$ cat src/verilog/nsop_pkg.sv
// Constants, register map and carrier types for oscillator select and overrange flags.
// Assumes one system clock; samples arrive synchronously, one per channel per cycle.
// Behaviour
// Each down-converter forms a 2-bit oscillator index from its two select pins, bit 0 being the least significant.
// Channel A and channel B have separate select pins and separate oscillator choices.
// The chosen oscillator is applied to mixing only in a complex output mode.
// Every oscillator advances its phase every cycle whether chosen or not.
// Select pin changes switch the oscillator only while the select source setting is 1.
// Select pins are asynchronous and are resynchronised before use.
// The host holds unused select pins low.
// Each channel drives a first overrange flag while sample magnitude exceeds the first threshold.
// Each channel drives a second overrange flag while sample magnitude exceeds the second threshold.
// An asserted overrange flag stays high for at least the programmed hold length.
// The overrange comparison uses sample magnitude, so both polarities trip it.
package nsop_pkg;
   localparam int ADDR_W = 4;
   localparam int SAMP_W = 12;
   localparam int MAG_W = 11;
   localparam int PHASE_W = 32;
   localparam int HOLD_W = 8;
   localparam int NUM_OSC = 4;
   // Word offsets
   localparam logic [3:0] REG_CTRL = 4'h0;
   localparam logic [3:0] REG_THR = 4'h1;
   localparam logic [3:0] REG_HOLD = 4'h2;
   localparam logic [3:0] REG_STATUS = 4'h3;
   localparam logic [3:0] REG_IRQ_STAT = 4'h4;
   localparam logic [3:0] REG_IRQ_MASK = 4'h5;
   localparam logic [3:0] REG_FREQ0 = 4'h8;
   // Control and threshold fields
   localparam int CTRL_SRC_BIT = 0;
   localparam int CTRL_CPLX_BIT = 1;
   localparam int CTRL_SELA_LSB = 4;
   localparam int CTRL_SELB_LSB = 6;
   localparam int THR_SECOND_LSB = 16;
   // Reset values
   localparam logic [31:0] CTRL_RESET = 32'h0000_0000;
   localparam logic [MAG_W-1:0] THR_FIRST_RESET = 11'h7ff;
   localparam logic [MAG_W-1:0] THR_SECOND_RESET = 11'h7ff;
   localparam logic [HOLD_W-1:0] HOLD_RESET = 8'h01;
   localparam logic [PHASE_W-1:0] FREQ_RESET = 32'h0000_0000;
   localparam logic [3:0] IRQ_MASK_RESET = 4'h0;
   // Fixed single wait state on every bus access
   localparam int BUS_WAIT_CYCLES = 1;

   typedef struct packed {
      logic first;
      logic second;
   } nsop_ovr_type;

   typedef struct packed {
      logic [1:0] a;
      logic [1:0] b;
   } nsop_sel_type;
endpackage

$ cat src/verilog/nsop_top.sv
// Oscillator selection from pins, phase accumulators and fast overrange flags.
// Assumes select pins asynchronous, samples synchronous to clk_sys_in, Avalon-MM slave.
`timescale 1ns/1ns
`default_nettype none
module nsop_top (
   // Clock and reset
   input wire logic clk_sys_in,
   input wire logic reset_n_in,
   // Avalon-MM slave
   input wire logic [nsop_pkg::ADDR_W-1:0] avs_address_in,
   input wire logic avs_read_in,
   input wire logic avs_write_in,
   input wire logic [31:0] avs_writedata_in,
   input wire logic [3:0] avs_byteenable_in,
   output logic [31:0] avs_readdata_out,
   output logic avs_waitrequest_out,
   // Select pins
   input wire logic osc_sel_a_bit0_in,
   input wire logic osc_sel_a_bit1_in,
   input wire logic osc_sel_b_bit0_in,
   input wire logic osc_sel_b_bit1_in,
   // Samples
   input wire logic [nsop_pkg::SAMP_W-1:0] sample_a_in,
   input wire logic [nsop_pkg::SAMP_W-1:0] sample_b_in,
   // Mixer phase and flags
   output logic [nsop_pkg::PHASE_W-1:0] mix_phase_a_out,
   output logic [nsop_pkg::PHASE_W-1:0] mix_phase_b_out,
   output logic mix_enable_out,
   output logic ovr_flag_a_first_out,
   output logic ovr_flag_a_second_out,
   output logic ovr_flag_b_first_out,
   output logic ovr_flag_b_second_out,
   output logic irq_out
);
   localparam int PW = nsop_pkg::PHASE_W;
   localparam int HW = nsop_pkg::HOLD_W;
   localparam int MW = nsop_pkg::MAG_W;

   // Magnitude of a two's complement sample, saturated at full scale
   function automatic logic [MW-1:0] mag_of(input logic [nsop_pkg::SAMP_W-1:0] s);
      logic [nsop_pkg::SAMP_W-1:0] n;
      n = '0;
      if (s[nsop_pkg::SAMP_W-1]) begin
         n = ~s + 12'h001;
         if (n[nsop_pkg::SAMP_W-1]) begin
            mag_of = '1;
         end else begin
            mag_of = n[MW-1:0];
         end
      end else begin
         mag_of = s[MW-1:0];
      end
   endfunction

   // Hold counter step: reload on trip, else count down
   function automatic logic [HW-1:0] hold_next(input logic trip, input logic [HW-1:0] cnt,
                                                input logic [HW-1:0] len);
      if (trip) begin
         hold_next = len;
      end else if (cnt != '0) begin
         hold_next = cnt - 8'h01;
      end else begin
         hold_next = '0;
      end
   endfunction

   // ---------------- Registers ----------------
   logic [31:0] ctrl_q, ctrl_d;
   logic [MW-1:0] thr1_q, thr1_d, thr2_q, thr2_d;
   logic [HW-1:0] hold_len_q, hold_len_d;
   logic [PW-1:0] freq_q [2*nsop_pkg::NUM_OSC];
   logic [PW-1:0] freq_d [2*nsop_pkg::NUM_OSC];
   logic [3:0] irq_stat_q, irq_stat_d, irq_mask_q, irq_mask_d;
   logic [31:0] rdata_q, rdata_d;
   logic wait_q, wait_d;
   logic irq_q, irq_d;

   // ---------------- Select path ----------------
   nsop_pkg::nsop_sel_type sync1_q, sync2_q, act_q, act_d;
   logic [PW-1:0] acc_q [2*nsop_pkg::NUM_OSC];
   logic [PW-1:0] acc_d [2*nsop_pkg::NUM_OSC];
   logic [PW-1:0] pha_q, pha_d, phb_q, phb_d;
   logic mix_q, mix_d;

   // ---------------- Overrange path ----------------
   nsop_pkg::nsop_ovr_type ovra_q, ovra_d, ovrb_q, ovrb_d;
   logic [HW-1:0] ha1_q, ha1_d, ha2_q, ha2_d, hb1_q, hb1_d, hb2_q, hb2_d;
   logic ta1, ta2, tb1, tb2;
   logic [MW-1:0] mag_a, mag_b;

   logic access, wr_go, rd_go;
   logic [3:0] events;

   assign access = (avs_read_in | avs_write_in) & wait_q;
   assign wr_go = avs_write_in & wait_q;
   assign rd_go = avs_read_in & wait_q;

   // Bus, configuration and interrupts
   always_comb begin
      ctrl_d = ctrl_q;
      thr1_d = thr1_q;
      thr2_d = thr2_q;
      hold_len_d = hold_len_q;
      irq_mask_d = irq_mask_q;
      freq_d = freq_q;
      rdata_d = rdata_q;
      wait_d = 1'b1;
      if (access) begin
         wait_d = 1'b0;
      end
      if (wr_go) begin
         if (avs_address_in == nsop_pkg::REG_CTRL) begin
            if (avs_byteenable_in[0]) begin
               ctrl_d[7:0] = avs_writedata_in[7:0];
            end
         end else if (avs_address_in == nsop_pkg::REG_THR) begin
            if (avs_byteenable_in[1:0] == 2'h3) begin
               thr1_d = avs_writedata_in[MW-1:0];
            end
            if (avs_byteenable_in[3:2] == 2'h3) begin
               thr2_d = avs_writedata_in[nsop_pkg::THR_SECOND_LSB +: MW];
            end
         end else if (avs_address_in == nsop_pkg::REG_HOLD) begin
            if (avs_byteenable_in[0]) begin
               hold_len_d = avs_writedata_in[HW-1:0];
            end
         end else if (avs_address_in == nsop_pkg::REG_IRQ_MASK) begin
            if (avs_byteenable_in[0]) begin
               irq_mask_d = avs_writedata_in[3:0];
            end
         end else if (avs_address_in[3]) begin
            if (avs_byteenable_in == 4'hf) begin
               freq_d[avs_address_in[2:0]] = avs_writedata_in;
            end
         end
      end
      if (rd_go) begin
         rdata_d = 32'h0000_0000;
         if (avs_address_in == nsop_pkg::REG_CTRL) begin
            rdata_d = {24'h00_0000, ctrl_q[7:0]};
         end else if (avs_address_in == nsop_pkg::REG_THR) begin
            rdata_d = {5'h00, thr2_q, 5'h00, thr1_q};
         end else if (avs_address_in == nsop_pkg::REG_HOLD) begin
            rdata_d = {24'h00_0000, hold_len_q};
         end else if (avs_address_in == nsop_pkg::REG_STATUS) begin
            rdata_d = {20'h0_0000, act_q.a, act_q.b, 4'h0,
                       ovra_q.first, ovra_q.second, ovrb_q.first, ovrb_q.second};
         end else if (avs_address_in == nsop_pkg::REG_IRQ_STAT) begin
            rdata_d = {28'h000_0000, irq_stat_q};
         end else if (avs_address_in == nsop_pkg::REG_IRQ_MASK) begin
            rdata_d = {28'h000_0000, irq_mask_q};
         end else if (avs_address_in[3]) begin
            rdata_d = freq_q[avs_address_in[2:0]];
         end
      end
      // Rising edges of the flags; set wins over a write-one clear
      events = {ta1 & ~ovra_q.first, ta2 & ~ovra_q.second,
                tb1 & ~ovrb_q.first, tb2 & ~ovrb_q.second};
      irq_stat_d = irq_stat_q;
      if (wr_go && avs_address_in == nsop_pkg::REG_IRQ_STAT && avs_byteenable_in[0]) begin
         irq_stat_d = irq_stat_q & ~avs_writedata_in[3:0];
      end
      irq_stat_d = irq_stat_d | events;
      irq_d = |(irq_stat_d & irq_mask_d);
   end

   always_ff @(posedge clk_sys_in or negedge reset_n_in) begin
      if (!reset_n_in) begin
         ctrl_q <= nsop_pkg::CTRL_RESET;
         thr1_q <= nsop_pkg::THR_FIRST_RESET;
         thr2_q <= nsop_pkg::THR_SECOND_RESET;
         hold_len_q <= nsop_pkg::HOLD_RESET;
         irq_mask_q <= nsop_pkg::IRQ_MASK_RESET;
         irq_stat_q <= 4'h0;
         for (int i = 0; i < 2*nsop_pkg::NUM_OSC; i++) begin
            freq_q[i] <= nsop_pkg::FREQ_RESET;
         end
         rdata_q <= 32'h0000_0000;
         wait_q <= 1'b1;
         irq_q <= 1'b0;
      end else begin
         ctrl_q <= ctrl_d;
         thr1_q <= thr1_d;
         thr2_q <= thr2_d;
         hold_len_q <= hold_len_d;
         irq_mask_q <= irq_mask_d;
         irq_stat_q <= irq_stat_d;
         freq_q <= freq_d;
         rdata_q <= rdata_d;
         wait_q <= wait_d;
         irq_q <= irq_d;
      end
   end

   // Oscillators, selection and mixing phase
   always_comb begin
      for (int i = 0; i < 2*nsop_pkg::NUM_OSC; i++) begin
         acc_d[i] = acc_q[i] + freq_q[i];
      end
      act_d = act_q;
      if (ctrl_q[nsop_pkg::CTRL_SRC_BIT]) begin
         act_d = sync2_q;
      end else begin
         act_d.a = ctrl_q[nsop_pkg::CTRL_SELA_LSB +: 2];
         act_d.b = ctrl_q[nsop_pkg::CTRL_SELB_LSB +: 2];
      end
      mix_d = ctrl_q[nsop_pkg::CTRL_CPLX_BIT];
      pha_d = '0;
      phb_d = '0;
      if (mix_d) begin
         pha_d = acc_q[{1'b0, act_q.a}];
         phb_d = acc_q[{1'b1, act_q.b}];
      end
   end

   always_ff @(posedge clk_sys_in or negedge reset_n_in) begin
      if (!reset_n_in) begin
         sync1_q <= '0;
         sync2_q <= '0;
         act_q <= '0;
         for (int i = 0; i < 2*nsop_pkg::NUM_OSC; i++) begin
            acc_q[i] <= '0;
         end
         pha_q <= '0;
         phb_q <= '0;
         mix_q <= 1'b0;
      end else begin
         sync1_q <= {osc_sel_a_bit1_in, osc_sel_a_bit0_in,
                     osc_sel_b_bit1_in, osc_sel_b_bit0_in};
         sync2_q <= sync1_q;
         act_q <= act_d;
         acc_q <= acc_d;
         pha_q <= pha_d;
         phb_q <= phb_d;
         mix_q <= mix_d;
      end
   end

   // Overrange detection and hold
   always_comb begin
      mag_a = mag_of(sample_a_in);
      mag_b = mag_of(sample_b_in);
      ta1 = mag_a > thr1_q;
      ta2 = mag_a > thr2_q;
      tb1 = mag_b > thr1_q;
      tb2 = mag_b > thr2_q;
      ha1_d = hold_next(ta1, ha1_q, hold_len_q);
      ha2_d = hold_next(ta2, ha2_q, hold_len_q);
      hb1_d = hold_next(tb1, hb1_q, hold_len_q);
      hb2_d = hold_next(tb2, hb2_q, hold_len_q);
      ovra_d.first = ta1 | (ha1_q > 8'h01);
      ovra_d.second = ta2 | (ha2_q > 8'h01);
      ovrb_d.first = tb1 | (hb1_q > 8'h01);
      ovrb_d.second = tb2 | (hb2_q > 8'h01);
   end

   always_ff @(posedge clk_sys_in or negedge reset_n_in) begin
      if (!reset_n_in) begin
         ha1_q <= '0;
         ha2_q <= '0;
         hb1_q <= '0;
         hb2_q <= '0;
         ovra_q <= '0;
         ovrb_q <= '0;
      end else begin
         ha1_q <= ha1_d;
         ha2_q <= ha2_d;
         hb1_q <= hb1_d;
         hb2_q <= hb2_d;
         ovra_q <= ovra_d;
         ovrb_q <= ovrb_d;
      end
   end

   assign avs_readdata_out = rdata_q;
   assign avs_waitrequest_out = wait_q;
   assign mix_phase_a_out = pha_q;
   assign mix_phase_b_out = phb_q;
   assign mix_enable_out = mix_q;
   assign ovr_flag_a_first_out = ovra_q.first;
   assign ovr_flag_a_second_out = ovra_q.second;
   assign ovr_flag_b_first_out = ovrb_q.first;
   assign ovr_flag_b_second_out = ovrb_q.second;
   assign irq_out = irq_q;
endmodule
`default_nettype wire

$ cat config.mk
export PLATFORM = sky130hd
export DESIGN_NAME = nsop_top
export DESIGN_NICKNAME = d
export VERILOG_FILES = /design/src/verilog/nsop_pkg.sv /design/src/verilog/nsop_top.sv
export SDC_FILE = /design/constraint.sdc
export NUM_CORES = 2
export LEC_CHECK = 0
export ABC_CLOCK_PERIOD_IN_PS = 4200
export BUFFER_PORTS_ARGS = -buffer_cell sky130_fd_sc_hd__buf_4
export CAP_MARGIN = 20
export CORE_AREA = 4 4 432 328
export DETAILED_ROUTE_END_ITERATION = 8
export DIE_AREA = 0 0 436 332
export PLACE_DENSITY = 0.45
export SKIP_LAST_GASP = 1
export SLEW_MARGIN = 10
export SYNTH_ARGS = -nofsm -noshare
export SYNTH_HDL_FRONTEND = slang
export SYNTH_SLANG_ARGS = --single-unit
$ cat constraint.sdc
create_clock -name clk_sys_in -period 4.2 [get_ports clk_sys_in]
set_clock_uncertainty 0.1 [all_clocks]
set_input_delay 0.21 -clock clk_sys_in [delete_from_list [all_inputs] [get_ports clk_sys_in]]
set_output_delay 0.21 -clock clk_sys_in [all_outputs]
set_load 0.01 [all_outputs]
**After elaboration in Yosys (flattened, before gate mapping)**

Cells that the tools add are included.

- $add $sub $neg: 14
- Magnitude comparators: 12
- Eq/ne operators: 8
- Muxes and demuxes: 42
- Bitwise gates (word level): 29
- Reduce and logical (&&, ||, !) cells: 14

Operator list:

| kind | count |
|---|---|
| $mux 32 | 16 |
| $bmux 32 s3 | 3 |
| $add 32x32->32 | 8 |
| $bwmux 256 | 1 |
| $demux 32 s3 | 1 |
| $mux 8 | 8 |
| $gt 11x11->1 | 4 |
| $mux 11 | 4 |
| $gt 8x1->1 const B | 4 |
| $mux 4 | 8 |
| $reduce_bool 8->1 | 4 |
| $sub 8x1->8 const B | 4 |
| $add 12x1->12 const B | 2 |
| $not 12->12 | 2 |
| $ge 4x4->1 const B | 3 |
| $and 4x4->4 | 2 |
| $eq 4x2->1 const B | 2 |
| $eq 4x3->1 const B | 2 |
| $not 1->1 | 8 |
| $not 3->4 | 2 |
| $reduce_and 4->1 | 2 |
| $and 1x1->1 | 7 |
| $reduce_and 7->1 | 1 |
| $or 1x1->1 | 5 |
| other kinds (13) | 16 |

- Register bits: 705
- Input port bits: 72
- Output and inout bits: 103
- Logic and storage cells: 161

**Depth between registers and ports, before layout**

- Depth after elaboration: 11
- Depth in mapped cells: 18
- Gate-level depth less buffers: 17

**Worst setup path before layout**

No wires, ideal clock.

- Kind: input to register
- Start: in sample_b_in[1] (netlist name)
- End: reg hb2_q[1]
- Library setup time: 0.125 ns
- Arrival time: 4.020 ns
- Slack: -0.045 ns
- Cell stages on the path: 18
- Cells stage by stage: or3_1 or3_1 or3_4 or3_4 nor3_4 o21ai_0 o21ai_0 ha_1 nor2b_1 o21a_1 o21a_1 o21ai_0 nand2b_1 a21oi_1 nor2_1 o21ai_0 clkbuf_1 mux2_2

- Longest elaborated chain between the ends: 6

RTL lines:

| what | RTL line | RTL |
|---|---|---|
| start, declared | nsop_top.sv:24 | `input wire logic [nsop_pkg::SAMP_W-1:0] sample_b_in,` |
| $not 12->12 | nsop_top.sv:44 | `n = ~s + 12'h001;` |
| $add 12x1->12 | nsop_top.sv:44 |  |
| $mux 11 | nsop_top.sv:45 | `if (n[nsop_pkg::SAMP_W-1]) begin` |
| $mux 11 * | nsop_top.sv:43 | `if (s[nsop_pkg::SAMP_W-1]) begin` |
| $gt 11x11->1 * | nsop_top.sv:246 | `tb2 = mag_b > thr2_q;` |
| $mux 8 * | nsop_top.sv:58 | `if (trip) begin` |
| net hb2_d[1] | nsop_top.sv:87 | `logic [HW-1:0] ha1_q, ha1_d, ha2_q, ha2_d, hb1_q, hb1_d, hb2_q, hb2_d;` |
| end signal, assigned | nsop_top.sv:262 | `hb2_q <= '0;` |
| end signal, assigned | nsop_top.sv:269 | `hb2_q <= hb2_d;` |
| end, declared | nsop_top.sv:87 |  |

The timed path passes the listed nets; every way through them passes the cells marked *.
A chain may end at the register's enable or synchronous reset.

==> metrics.log <==
[metrics] most frequently used cell type in the post-synthesis netlist: sky130_fd_sc_hd__dfrtp_1
[metrics] Tightest Hold Check Type: in -> reg
[metrics] Placed Area: 44850 um2
[metrics] Setup Crit Path Kind: reg -> reg
[metrics] core region area: 137300 um2
[metrics] clock tree from TritonCTS: built
[metrics] Net Count, Synth: 4106
[metrics] number of instances resized during post-cts repair: 0
[metrics] Power Density: about 550 nW/um2
[metrics] vias post-DR: 30286
[metrics] share of total power in combinational logic: 0.335
[metrics] outcome: complete, no violations
[metrics] number of clock sinks seen by CTS: 705
[metrics] Seq/Total Area, Yosys: 0.4310
[metrics] initial DRC count: between 2000 and 2500
[metrics] Post-synth ARST share: 1.000
[metrics] PnR worst setup slack: 300.0 ps
[metrics] CP Capture Type: register
[metrics] clock network latency to the later pin of the worst-skew pair: 700 ps
[metrics] Post-route DRC: 0
[metrics] Nets: about 4300
[metrics] Antenna Nets Post-Route: 0
[metrics] slew at the pin closest to its max-slew limit: ~1100 ps
[metrics] clock-pin transition on the worst setup and hold timing paths: 70 ps
[metrics] crit share post-route: 0.9286
[metrics] Psw: 9455 uW
[metrics] fraction of post-synthesis cell area in the top cell type by area: 0.4156
[metrics] data arrival at the endpoint of the critical path: 4380 ps
[metrics] global-route wire length before repair: about 210000 um
[metrics] Post-Syn Area: 41000 um2
[metrics] count of endpoints failing setup in the final report: 0
[metrics] setup repair after global routing missed its margin: false
[metrics] number of flops mapped to enable cells by yosys: 0
[metrics] average cell area after synthesis: 11.02 um2
[metrics] leakage power total: about 0.023 uW
[metrics] starting density of the core: 0.2986
[metrics] Setup crit start kind: register
[metrics] number of rows in the core area: approximately 120
[metrics] leading post-synthesis cells by instance count: sky130_fd_sc_hd__dfrtp_1 (681), sky130_fd_sc_hd__ha_1 (306), sky130_fd_sc_hd__nand2_1 (302)
[metrics] Pwr Total: 26300 uW
[metrics] cell-internal power: approximately 17000 uW
[metrics] area leader, netlist: sky130_fd_sc_hd__dfrtp_1
[metrics] count of port buffers added during placement: roughly 170
[metrics] pin count of the biggest net entering global routing: 90
[metrics] largest voltage drop on the vdd net: 309.0 uV
[metrics] CTS Buf Count: 83
[metrics] count of state elements after synthesis: 705
[metrics] Synth area leaders: sky130_fd_sc_hd__dfrtp_1 (42%), sky130_fd_sc_hd__ha_1 (9.3%), sky130_fd_sc_hd__mux2_2 (8.0%)
[metrics] overall track demand over capacity in global routing: 0.1909
[metrics] CTS Buffer Depth: 3
[metrics] via count of the first global-routing pass: 30094
[metrics] share of cells above drive strength 1: 0.2177
[metrics] Worst EP required: 4680 ps
[metrics] post-synthesis cell count: 3720
[metrics] routability cong.: 0.8811
[metrics] Final TNS setup: 0 ps
[metrics] clock share of power: 0.286
[metrics] Clock Root Buffer: sky130_fd_sc_hd__clkbuf_16
[metrics] largest driver fanout on the critical path: 7
[metrics] final hold violations: 0
[metrics] area grow syn2layout: 17.12%
[metrics] initial antenna violation count: 9
[metrics] Routed wire per std cell: 24.02 um
[metrics] Final HPWL DP: about 110000 um
[metrics] height of the die: 332 um
[metrics] number of levels in the clock H-tree: 3
[metrics] total count of max-transition violations in the final report: 0
[metrics] Yosys warnings: 0
[metrics] routed wire length: 140000 um
[metrics] sum of overflow across all layers after global routing: 0
[metrics] tightest slew margin relative to the limit: 0.2576
[metrics] min Tclk post-route: approximately 4000 ps
[metrics] share of total power in sequential cells: 0.379
[metrics] max cap viols: 0
[metrics] distinct cell type count after synthesis: between 70 and 80
[metrics] Pre-Repair DR Iteration Count: 6
[metrics] Avg Vias per Cell: around 5.2
[metrics] switching share of total power: 0.3596
[metrics] Main synth FF type: sky130_fd_sc_hd__dfrtp_1
[metrics] cell area after layout: 48020 um2
[metrics] Die Footprint: 144800 um2
[metrics] width of the chip: roughly 440 um
[metrics] maximum clock rate: 0.2564 GHz
[metrics] worst slack at placement: -231.9 ps
[metrics] number of I/O pins: approximately 180
power groups by stage:
stage	registers, uW	logic (uW)	clock network (uW)
floorplan	9400	6310	0
global placement	10100	8710	0
detailed placement	10100	8750	0
CTS	9990	8850	7750
global route	10200	9830	8030
finish	9960	8810	7520
final timing paths:
kind | start | endpoint | slack [ps] | cells past startpoint
worst max-delay path | freq_q[176] | acc_q[191] | 300 | 12
worst min-delay path | avs_address_in[3] | avs_readdata_out[5] | 70 | 3
worst max register to register | freq_q[176] | acc_q[191] | 300 | 12
worst min register to register | sync1_q[3] | sync2_q[3] | 250 | 0
max in group asynchronous | reset_n_in | acc_q[78] | 2820 | 3
min in group asynchronous | reset_n_in | acc_q[160] | 100 | 2
worst max-delay path, cell delays in order, from the launching register on:
cell and delay, ps:
sky130_fd_sc_hd__dfrtp_1 450, sky130_fd_sc_hd__ha_1 440, sky130_fd_sc_hd__nand4_1 250, sky130_fd_sc_hd__nor4_1 620, sky130_fd_sc_hd__o211ai_1 390, sky130_fd_sc_hd__a31oi_1 400, sky130_fd_sc_hd__buf_4 210, sky130_fd_sc_hd__a31o_2 220
sky130_fd_sc_hd__a221oi_1 130, sky130_fd_sc_hd__o21ai_0 180, sky130_fd_sc_hd__buf_4 170, sky130_fd_sc_hd__a21oi_1 80, sky130_fd_sc_hd__xnor2_1 120
cells by family (layout without fill, tap and decap cells):
group	count (synthesis)	in the layout	synth area share
adder cells (fa/ha/maj)	314	314	0.09728
buffers and inverters	272	575	0.02521
multiplexers	433	433	0.1537
AND/OR/NAND/NOR	878	878	0.1029
flip-flops	705	705	0.4310
AO/OA/AOI/OAI	876	876	0.1383
XOR/XNOR	242	242	0.05169
other	0	5	0
flip-flops by register name (all words and copies together) (netlist names), 8 cells and up:
name	flops
acc_q	256
avs_readdata_out	32
ctrl_q	8
freq_q	256
ha1_q	8
ha2_q	8
hb1_q	8
hb2_q	8
hold_len_q	8
mix_phase_a_out	32
mix_phase_b_out	32
thr1_q	11
thr2_q	11
placed cells by master, fill, tap and decap left out, drive strengths merged, types with 11 or more instances in the layout:
master / instances
dfrtp: 681
ha: 306
nand2: 302
mux2: 292
buf: 255
a21oi: 220
o21ai: 215
nor2: 177
xnor2: 165
inv: 133
mux4: 128
clkbuf: 128
a21o: 92
and2: 80
xor2: 77
nor3: 70
o21a: 65
nand3: 50
nand4: 39
nor2b: 39
dlygate4sd3: 39
o211ai: 34
nand2b: 32
a211oi: 32
and3: 25
o21bai: 24
dfstp: 24
a31oi: 21
o31ai: 18
or3: 18
a22oi: 17
clkinv: 15
a21boi: 14
mux2i: 13
nor4: 11
a41oi: 11
layer usage:
metal / GRT usage / vias up / share of wire
li1: - / 14185 / -
met1: 0.2797 / 15270 / 0.49
met2: 0.2852 / 664 / 0.43
met3: 0.04304 / 163 / 0.054
met4: 0.04484 / 4 / 0.024
met5: 0 / - / 0.00019
layout make-up:
type / instances / area [um2]
Fill cell: 13818 / 89280
Multi-Input combinational cell: 2743 / 22350
Sequential cell: 705 / 17680
Timing Repair Buffer: 294 / 2466
Clock buffer: 128 / 2446
Tap cell: 1800 / 2252
Inverter: 131 / 491.7
Clock inverter: 22 / 326.6
Antenna cell: 5 / 12.51
timing repair:
| item | CTS | global route |
|---|---|---|
| hold buffers | 39 | 0 |
| setup buffers | 0 | 0 |
| endpoints found under the hold margin | 384 | 0 |
metrics by stage:
stage | std cells | util | hold slack [ps]
after CTS | 5823 | 0.3497 | 9.685
after global placement | 5634 | 0.3266 | 222.0
after floorplan | 3720 | - | -185.6
final | 5828 | 0.3498 | 65.96
after detailed placement | 5634 | 0.3266 | 222.2
after global routing | 5823 | 0.3497 | 63.45
(Power assumes the default switching activity.)
